`config.mk`:
```
export PLATFORM = sky130hd
export DESIGN_NAME = acs_ctrl
export DESIGN_NICKNAME = d
export VERILOG_FILES = /design/src/core/acs_pkg.sv /design/src/core/acs_ctrl.sv /design/src/core/acs_fifo.sv
export SDC_FILE = /design/constraint.sdc
export NUM_CORES = 1
export LEC_CHECK = 0
export BUFFER_PORTS_ARGS = -buffer_cell sky130_fd_sc_hd__buf_2
export CAP_MARGIN = 20
export CORE_MARGIN = 4
export CORE_UTILIZATION = 58
export CTS_CLUSTER_SIZE = 30
export DETAILED_ROUTE_END_ITERATION = 10
export PLACE_DENSITY = 0.75
export SYNTH_ARGS = -nofsm -noshare
export SYNTH_HDL_FRONTEND = slang
export SYNTH_SLANG_ARGS = --single-unit
```
`constraint.sdc`:
```
create_clock -name i_clk -period 3.7 [get_ports i_clk]
set_clock_uncertainty 0.05 [all_clocks]
set_input_delay 0.555 -clock i_clk [delete_from_list [all_inputs] [get_ports i_clk]]
set_output_delay 0.555 -clock i_clk [all_outputs]
set_load 0.05 [all_outputs]
```
`src/core/acs_pkg.sv`:
```
/*
  Constants, state codes and format codes for the converter control block
  and its result buffer FIFO.
  Assumes one 40 MHz clock and an asynchronous active-low device reset.
*/
`default_nettype none

package acs_pkg;
  localparam int unsigned CLK_NS     = 25;
  localparam int unsigned TAD_NS     = 100;
  localparam int unsigned TCY_NS     = 25;
  localparam int unsigned TAD_CYC_I  = (TAD_NS + CLK_NS - 1) / CLK_NS;
  localparam int unsigned TCY_CYC_I  = (TCY_NS + CLK_NS - 1) / CLK_NS;
  localparam logic [3:0]  TAD_CYC    = 4'(TAD_CYC_I);
  localparam logic [3:0]  TCY_CYC    = 4'(TCY_CYC_I);
  localparam int unsigned RES_W      = 10;
  localparam int unsigned BUS_W      = 16;
  localparam int unsigned PINS       = 16;
  localparam int unsigned BUF_DEPTH  = 16;
  localparam int unsigned FRAC_SHIFT = 6;

  localparam logic [1:0] FMT_INT  = 2'h0;
  localparam logic [1:0] FMT_SINT = 2'h1;
  localparam logic [1:0] FMT_FRAC = 2'h2;
  localparam logic [1:0] FMT_SFRC = 2'h3;

  typedef enum logic [4:0] {
    ST_OFF     = 5'h01,
    ST_IDLE    = 5'h02,
    ST_SAMPLE  = 5'h04,
    ST_DELAY   = 5'h08,
    ST_CONVERT = 5'h10
  } acs_state_t;
endpackage

`default_nettype wire

```
`src/core/acs_ctrl.sv`:
```
/*
  Converter sequencing, power modes, sleep/idle handling, result formatting
  and analog pin qualification. Drives a SAR core and sample-and-hold.
  Assumes the core answers each start with one done pulse and result;
  processor sleep/idle and control inputs are synchronous to i_clk.
*/
`timescale 1ns/1ps
`default_nettype none

module acs_ctrl (
  input  wire logic                       i_clk,
  input  wire logic                       i_reset_n,
  input  wire logic                       i_converter_on,
  input  wire logic                       i_sample_control_bit,
  input  wire logic                       i_auto_sample,
  input  wire logic                       i_trigger,
  input  wire logic                       i_rc_clock_select,
  input  wire logic                       i_stop_in_idle,
  input  wire logic                       i_cpu_sleep,
  input  wire logic                       i_cpu_idle,
  input  wire logic                       i_int_enable,
  input  wire logic                       i_done_clear,
  input  wire logic [1:0]                 i_output_format_select,
  input  wire logic [3:0]                 i_channel_select,
  input  wire logic [acs_pkg::PINS-1:0]   i_analog_pin_config,
  input  wire logic [acs_pkg::PINS-1:0]   i_pin_level,
  input  wire logic                       i_core_done,
  input  wire logic [acs_pkg::RES_W-1:0]  i_core_result,
  input  wire logic                       i_wr_valid,
  input  wire logic [acs_pkg::BUS_W-1:0]  i_wr_data,
  input  wire logic                       i_rd_ready,
  output logic                            o_wr_ack,
  output logic                            o_rd_valid,
  output logic      [acs_pkg::BUS_W-1:0]  o_rd_data,
  output logic                            o_done,
  output logic                            o_wake,
  output logic                            o_core_power,
  output logic                            o_core_clk_en,
  output logic                            o_core_sample,
  output logic                            o_core_start,
  output logic                            o_discharge,
  output logic                            o_mux_connect,
  output logic      [acs_pkg::PINS-1:0]   o_port_read
);
  import acs_pkg::*;

  typedef struct packed {
    acs_state_t          st;
    logic [3:0]          cnt;
    logic                sampled;
    logic [3:0]          ch;
    logic                sample_control_bit_prev;
    logic                done;
    logic                pwr_dn;
    logic                wake;
    logic                wr_ack;
    logic [PINS-1:0]     pin_s1;
    logic [PINS-1:0]     pin_s2;
    logic [PINS-1:0]     port;
    logic                rdv;
    logic [BUS_W-1:0]    rdd;
    logic                power;
    logic                clk_en;
    logic                sample;
    logic                start;
    logic                discharge;
    logic                mux;
  } acs_ctrl_st_t;

  acs_ctrl_st_t s_ff;
  acs_ctrl_st_t nxt_s;

  logic             halt;
  logic             fifo_wr_valid;
  logic             fifo_wr_ready;
  logic [RES_W-1:0] fifo_wr_data;
  logic             fifo_rd_valid;
  logic             fifo_rd_ready;
  logic [RES_W-1:0] fifo_rd_data;
  logic             core_push;
  logic             sw_push;
  logic             begin_conv;

  function automatic logic [BUS_W-1:0] fmt(input logic [1:0] sel, input logic [RES_W-1:0] d);
    logic [BUS_W-1:0] r;
    r = '0;
    unique case (sel)
      FMT_INT:  r = {{(BUS_W-RES_W){1'b0}}, d};
      FMT_SINT: r = {{(BUS_W-RES_W){d[RES_W-1]}}, d};
      FMT_FRAC: r = {d, {FRAC_SHIFT{1'b0}}};
      FMT_SFRC: r = {d, {FRAC_SHIFT{1'b0}}};
    endcase
    return r;
  endfunction

  // Sleep without RC clock, or idle with stop-in-idle
  assign halt = (i_cpu_sleep && !i_rc_clock_select) || (i_cpu_idle && i_stop_in_idle);

  assign core_push     = (s_ff.st == ST_CONVERT) && i_core_done && !halt && i_converter_on;
  assign sw_push       = i_wr_valid && !core_push;
  assign fifo_wr_valid = core_push || sw_push;
  // Software writes taken right-justified
  assign fifo_wr_data  = core_push ? i_core_result : i_wr_data[RES_W-1:0];
  assign fifo_rd_ready = !s_ff.rdv || i_rd_ready;

  acs_fifo #(
    .WIDTH (RES_W),
    .DEPTH (BUF_DEPTH)
  ) u_buf (
    .i_clk      (i_clk),
    .i_reset_n  (i_reset_n),
    .i_wr_valid (fifo_wr_valid),
    .o_wr_ready (fifo_wr_ready),
    .i_wr_data  (fifo_wr_data),
    .o_rd_valid (fifo_rd_valid),
    .i_rd_ready (fifo_rd_ready),
    .o_rd_data  (fifo_rd_data)
  );

  always_comb begin
    nxt_s           = s_ff;
    nxt_s.start     = 1'b0;
    nxt_s.discharge = 1'b0;
    nxt_s.wake      = 1'b0;
    nxt_s.wr_ack    = sw_push && fifo_wr_ready;
    nxt_s.sample_control_bit_prev = i_sample_control_bit;
    nxt_s.ch        = i_channel_select;
    begin_conv      = 1'b0;
    // Pin synchronisers; analog pins read as zero
    nxt_s.pin_s1    = i_pin_level;
    nxt_s.pin_s2    = s_ff.pin_s1;
    nxt_s.port      = s_ff.pin_s2 & ~i_analog_pin_config;
    // Channel change restarts the sample
    if (i_channel_select != s_ff.ch) begin
      nxt_s.sampled = 1'b0;
      nxt_s.cnt     = '0;
    end
    unique case (s_ff.st)
      ST_OFF: begin
        if (i_converter_on) begin
          nxt_s.st = ST_IDLE;
        end
      end
      ST_IDLE: begin
        if (!s_ff.pwr_dn && !halt && fifo_wr_ready &&
            (i_auto_sample || i_sample_control_bit)) begin
          nxt_s.st        = ST_SAMPLE;
          nxt_s.cnt       = '0;
          nxt_s.sampled   = 1'b0;
          nxt_s.discharge = 1'b1;
        end
      end
      ST_SAMPLE: begin
        if (i_channel_select == s_ff.ch && !s_ff.sampled) begin
          nxt_s.cnt = s_ff.cnt + 4'h1;
          if (s_ff.cnt + 4'h1 >= TAD_CYC) begin
            nxt_s.sampled = 1'b1;
          end
        end
        if (i_auto_sample) begin
          begin_conv = i_trigger && s_ff.sampled;
        end else if (s_ff.sample_control_bit_prev && !i_sample_control_bit) begin
          begin_conv = s_ff.sampled;
          if (!s_ff.sampled) begin
            nxt_s.st = ST_IDLE;
          end
        end
        if (begin_conv) begin
          nxt_s.cnt = '0;
          if (i_rc_clock_select) begin
            nxt_s.st = ST_DELAY;
          end else begin
            nxt_s.st    = ST_CONVERT;
            nxt_s.start = 1'b1;
          end
        end
      end
      ST_DELAY: begin
        nxt_s.cnt = s_ff.cnt + 4'h1;
        if (s_ff.cnt + 4'h1 >= TCY_CYC) begin
          nxt_s.st    = ST_CONVERT;
          nxt_s.start = 1'b1;
        end
      end
      ST_CONVERT: begin
        if (core_push) begin
          nxt_s.st      = ST_IDLE;
          nxt_s.sampled = 1'b0;
          nxt_s.done    = 1'b1;
          if (i_cpu_sleep) begin
            nxt_s.wake   = i_int_enable;
            nxt_s.pwr_dn = !i_int_enable;
          end
        end
      end
      default: begin
        nxt_s.st = ST_OFF;
      end
    endcase
    // Done: set wins over clear
    if (i_done_clear && !(core_push)) begin
      nxt_s.done = 1'b0;
    end
    if (!i_cpu_sleep) begin
      nxt_s.pwr_dn = 1'b0;
    end
    // Halt aborts without resuming; registers untouched
    if (halt && s_ff.st != ST_OFF) begin
      nxt_s.st      = ST_IDLE;
      nxt_s.sampled = 1'b0;
      nxt_s.start   = 1'b0;
    end
    if (!i_converter_on) begin
      nxt_s.st      = ST_OFF;
      nxt_s.sampled = 1'b0;
      nxt_s.start   = 1'b0;
      nxt_s.pwr_dn  = 1'b0;
    end
    // Off mode gates both halves; power-down keeps converter_on
    nxt_s.power  = (nxt_s.st != ST_OFF) && !nxt_s.pwr_dn;
    nxt_s.clk_en = nxt_s.power && !halt;
    nxt_s.sample = (nxt_s.st == ST_SAMPLE);
    // Mux joins only analog-configured pins, direction ignored
    nxt_s.mux    = nxt_s.sample && i_analog_pin_config[i_channel_select];
    // Output stage formats on load
    if (fifo_rd_ready) begin
      nxt_s.rdv = fifo_rd_valid;
      if (fifo_rd_valid) begin
        nxt_s.rdd = fmt(i_output_format_select, fifo_rd_data);
      end
    end
  end

  // Reset clears control and aborts everything
  always_ff @(posedge i_clk or negedge i_reset_n) begin
    if (!i_reset_n) begin
      s_ff    <= '0;
      s_ff.st <= ST_OFF;
    end else begin
      s_ff <= nxt_s;
    end
  end

  assign o_wr_ack      = s_ff.wr_ack;
  assign o_rd_valid    = s_ff.rdv;
  assign o_rd_data     = s_ff.rdd;
  assign o_done        = s_ff.done;
  assign o_wake        = s_ff.wake;
  assign o_core_power  = s_ff.power;
  assign o_core_clk_en = s_ff.clk_en;
  assign o_core_sample = s_ff.sample;
  assign o_core_start  = s_ff.start;
  assign o_discharge   = s_ff.discharge;
  assign o_mux_connect = s_ff.mux;
  assign o_port_read   = s_ff.port;
endmodule

`default_nettype wire

```
`src/core/acs_fifo.sv`:
```
/*
  Result buffer FIFO with valid/ready on both sides.
  Assumes a single clock; storage is not reset so contents survive reset.
*/
`timescale 1ns/1ps
`default_nettype none

module acs_fifo #(
  parameter int unsigned WIDTH = 10,
  parameter int unsigned DEPTH = 16
) (
  input  wire logic             i_clk,
  input  wire logic             i_reset_n,
  input  wire logic             i_wr_valid,
  output logic                  o_wr_ready,
  input  wire logic [WIDTH-1:0] i_wr_data,
  output logic                  o_rd_valid,
  input  wire logic             i_rd_ready,
  output logic      [WIDTH-1:0] o_rd_data
);
  localparam int unsigned AW = $clog2(DEPTH);

  typedef struct packed {
    logic [AW:0] wp;
    logic [AW:0] rp;
  } acs_fifo_st_t;

  acs_fifo_st_t s_ff;
  acs_fifo_st_t nxt_s;
  logic [WIDTH-1:0] mem [DEPTH];
  logic             full;
  logic             empty;

  assign full       = (s_ff.wp[AW] != s_ff.rp[AW]) && (s_ff.wp[AW-1:0] == s_ff.rp[AW-1:0]);
  assign empty      = (s_ff.wp == s_ff.rp);
  assign o_wr_ready = !full;
  assign o_rd_valid = !empty;
  assign o_rd_data  = mem[s_ff.rp[AW-1:0]];

  always_comb begin
    nxt_s = s_ff;
    if (i_wr_valid && !full) begin
      nxt_s.wp = s_ff.wp + 1'b1;
    end
    if (i_rd_ready && !empty) begin
      nxt_s.rp = s_ff.rp + 1'b1;
    end
  end

  always_ff @(posedge i_clk or negedge i_reset_n) begin
    if (!i_reset_n) begin
      s_ff <= '0;
    end else begin
      s_ff <= nxt_s;
    end
  end

  // Storage kept across reset
  always_ff @(posedge i_clk) begin
    if (i_wr_valid && !full) begin
      mem[s_ff.wp[AW-1:0]] <= i_wr_data;
    end
  end
endmodule

`default_nettype wire

```
==> impl_metrics.toml <==
[synthesis]
yosysSeqAreaShare = 0.692
synth_top_family_by_area = "multiplexers"
synth_area_um2 = 10600
synthSimpleGateAreaFrac = 0.0687
ys_warn_count = 0
synth-xor-area-share = 0.0149
syn_area_per_cell_um2 = 16.6
yosys.area_share.adder = 0.00829
synth_compound_area_frac = 0.0598
synth_edf_count = 160
ys_seq_elements = 260
synth.distinct_cells = 65
synthArstFlopShare = 0.385
synth-main-ff-cell = "edfxtp_1"
synth.net_count = 723
synth.area.mux_share = 0.113
synthCells = 637

[detailed_routing]
vias_per_cell = 5.93
antenna_left = 0
via_count = 5915
drt_pass1_iterations = 10
drc_errors = 1
routedWlPerCell_um = 22.4
drt_iter0_drc = 506
drt-total-wl_mm = 22.3

[power_and_ir_drop]
p_int_mw = 6.02
p_leak_nw = 4.77
power_frac_seq = 0.414
ir_drop_uv = 612
power.switching_mw = 2.81
combPwrFrac = 0.287
swShare = 0.318
clock_power_share = 0.299
powerDensity_nw_per_um2 = 730

[global_routing]
antenna_found_initial = 0
grt_pass1_wl_mm = 34.6
grt_max_degree = 49
grt_pass1_vias = 6144
grt_use_total = 0.222
gr-total-overflow = 0

[cts]
ctsResizeCount = 0
cts_max_path_buffers = 3
worstSkewPairLatency_ns = 0.53
cts_tree = "built"
htree_levels = 1
clock-root-buffer = "clkbuf_16"
path_clk_slew_ns = 0.06
numCtsBuffers = 26
numClockSinks = 260

[floorplanning]
core_um2 = 18000
initial_utilization = 0.588
row_count = 49
boundaryPins = 121
die-area_um2 = 20400
die_y_um = 143
die_w_um = 143

[placed_design]
gp_congestion = 0.843
post-dp-hpwl_mm = 15.2
place_ws_ns = 0.517
port_buffers = 114

[cells_and_area]
n_antenna_cell = 0
final_common_cell = "edfxtp_1"
area.sequential_um2 = 7310
mostFrequentLayoutCells = "edfxtp_1, buf_2, dfrtp_1, mux4_2, nand2_1"
fin_nets = 837
area_delta_synth_final_pct = 14.4
drive_gt1_frac = 0.326
fill_cells = 1173
multi_input_area_um2 = 2800
finish.utilization = 0.673

[setup_path]
crit_path_start_kind = "flop"
crit_family = "simple AND/OR/NAND/NOR gates"
slowest_delay_ns = 0.50
cp_num_buf_inv = 1
cp_max_fo = 9
cp-end-kind = "flop"
crit_top_cell = "nor2_1"
critical_path_class = "flop to flop"
slowest_stage = "nor2_1"
worst-endpoint-arrival_ns = 3.17
crit_chain = "nor2_1 > and3_2 > and4_1 > o21a_1 > nand2_1 > nor2_1 > buf_4"
crit_required_ns = 3.87

[sta]
hold_viol_final = 0
setup_tns_ns = 0
worst-slew-pin-transition_ns = 0.999
drv_slew = 0
slew_headroom = 0.333
setup_violations = 0
finalWorstSetupSlack_ns = 0.707
fin_crit_ns = 2.99
fmax_mhz = 334
rsz0062_at_grt = "false"
final.period_utilization = 0.809

[run]
maxCapViolCount = 0

[run_status]
status = "complete, but fails checks"
violations = "design-rule violations"

[worst_hold_path]
hp-class = "input port to flop"
[synth_stat cells, types with 6 or more instances]
cell type,number,area share
a21oi_1,12,0.0057
a221oi_2,10,0.014
and2_1,9,0.0053
buf_2,10,0.0047
buf_4,33,0.023
dfrtp_1,99,0.23
edfxtp_1,160,0.46
ha_1,7,0.0083
inv_1,13,0.0046
mux2_2,11,0.012
mux2i_1,16,0.015
mux4_2,37,0.079
nand2_1,36,0.013
nand2b_1,7,0.0041
nand3_1,8,0.0038
nor2_1,31,0.011
nor2b_1,18,0.011
o21a_1,6,0.0043
o21ai_1,12,0.0057
xnor2_1,16,0.013
[power by group through the flow]
stage          clock network (mW)  logic, mW  registers (mW)
6_report                     2.64       2.53            3.65
3_5_place_dp                    0       2.52            3.70
2_1_floorplan                   0       2.05            3.64
3_3_place_gp                    0       2.46            3.68
4_1_cts                      2.68       2.55            3.65
5_1_grt                      2.82       2.72            3.68
[registers in the layout, summed over array words and instances, names as in the netlist, 10 cells and up]
name	flops
u_buf.s_ff	10
o_port_read	16
o_rd_data	16
s_ff	32
nxt_s	16
u_buf.mem	160
[stage by stage]
stage | hold slack, ns | cells | power (mW) | instance area (um^2)
3_5_place_dp | 0.286 | 951 | 6.22 | 11200
6_report | 0.0846 | 998 | 8.83 | 12100
5_1_grt | 0.0671 | 998 | 9.21 | 12100
3_3_place_gp | 0.283 | 951 | 6.14 | 11200
4_1_cts | 0.0665 | 998 | 8.88 | 12100
2_1_floorplan | 0.209 | 637 | 5.68 | 10600
[path summary, 6_finish.rpt]
path / from / endpoint / slack [ns] / depth (start not counted)
max: s_ff[87] / u_buf.mem[4][4] / 0.71 / 7
min: i_pin_level[6] / nxt_s[45] / 0.08 / 1
max reg2reg: s_ff[87] / u_buf.mem[4][4] / 0.71 / 7
min reg2reg: nxt_s[49] / s_ff[49] / 0.29 / 0
max in group asynchronous: i_reset_n / nxt_s[53] / 2.30 / 3
min in group asynchronous: i_reset_n / o_port_read[7] / 0.49 / 2
[layout make-up]
type                       instances  share of cell area
clock buffer                      39              0.0624
clock inverter                     7             0.00932
inverter                          13             0.00404
multi-input combinational        310               0.232
sequential                       260               0.605
tap                              229              0.0237
timing repair buffer             140              0.0638
[repair_timing]
item,in CTS,in global routing
setup buffers,0,0
hold buffers,1,0
endpoints found under the hold margin,34,0
[logic make-up after synthesis]
kind of cell	Yosys count
muxes	67
adders and majority gates	7
AOI/OAI and AO/OA	78
buffers and inverters	67
and+or+nand+nor	140
DFF	260
xor gates and xnor gates	18
[metal layers]
| layer | track usage | wire length [um] |
|---|---|---|
| met1 | 0.305 | 9100 |
| met4 | 0.0575 | 491 |
| met3 | 0.0576 | 1860 |
| met5 | 0 | 0 |
| met2 | 0.359 | 10900 |
Note: power is estimated with default switching activity, not from simulation.
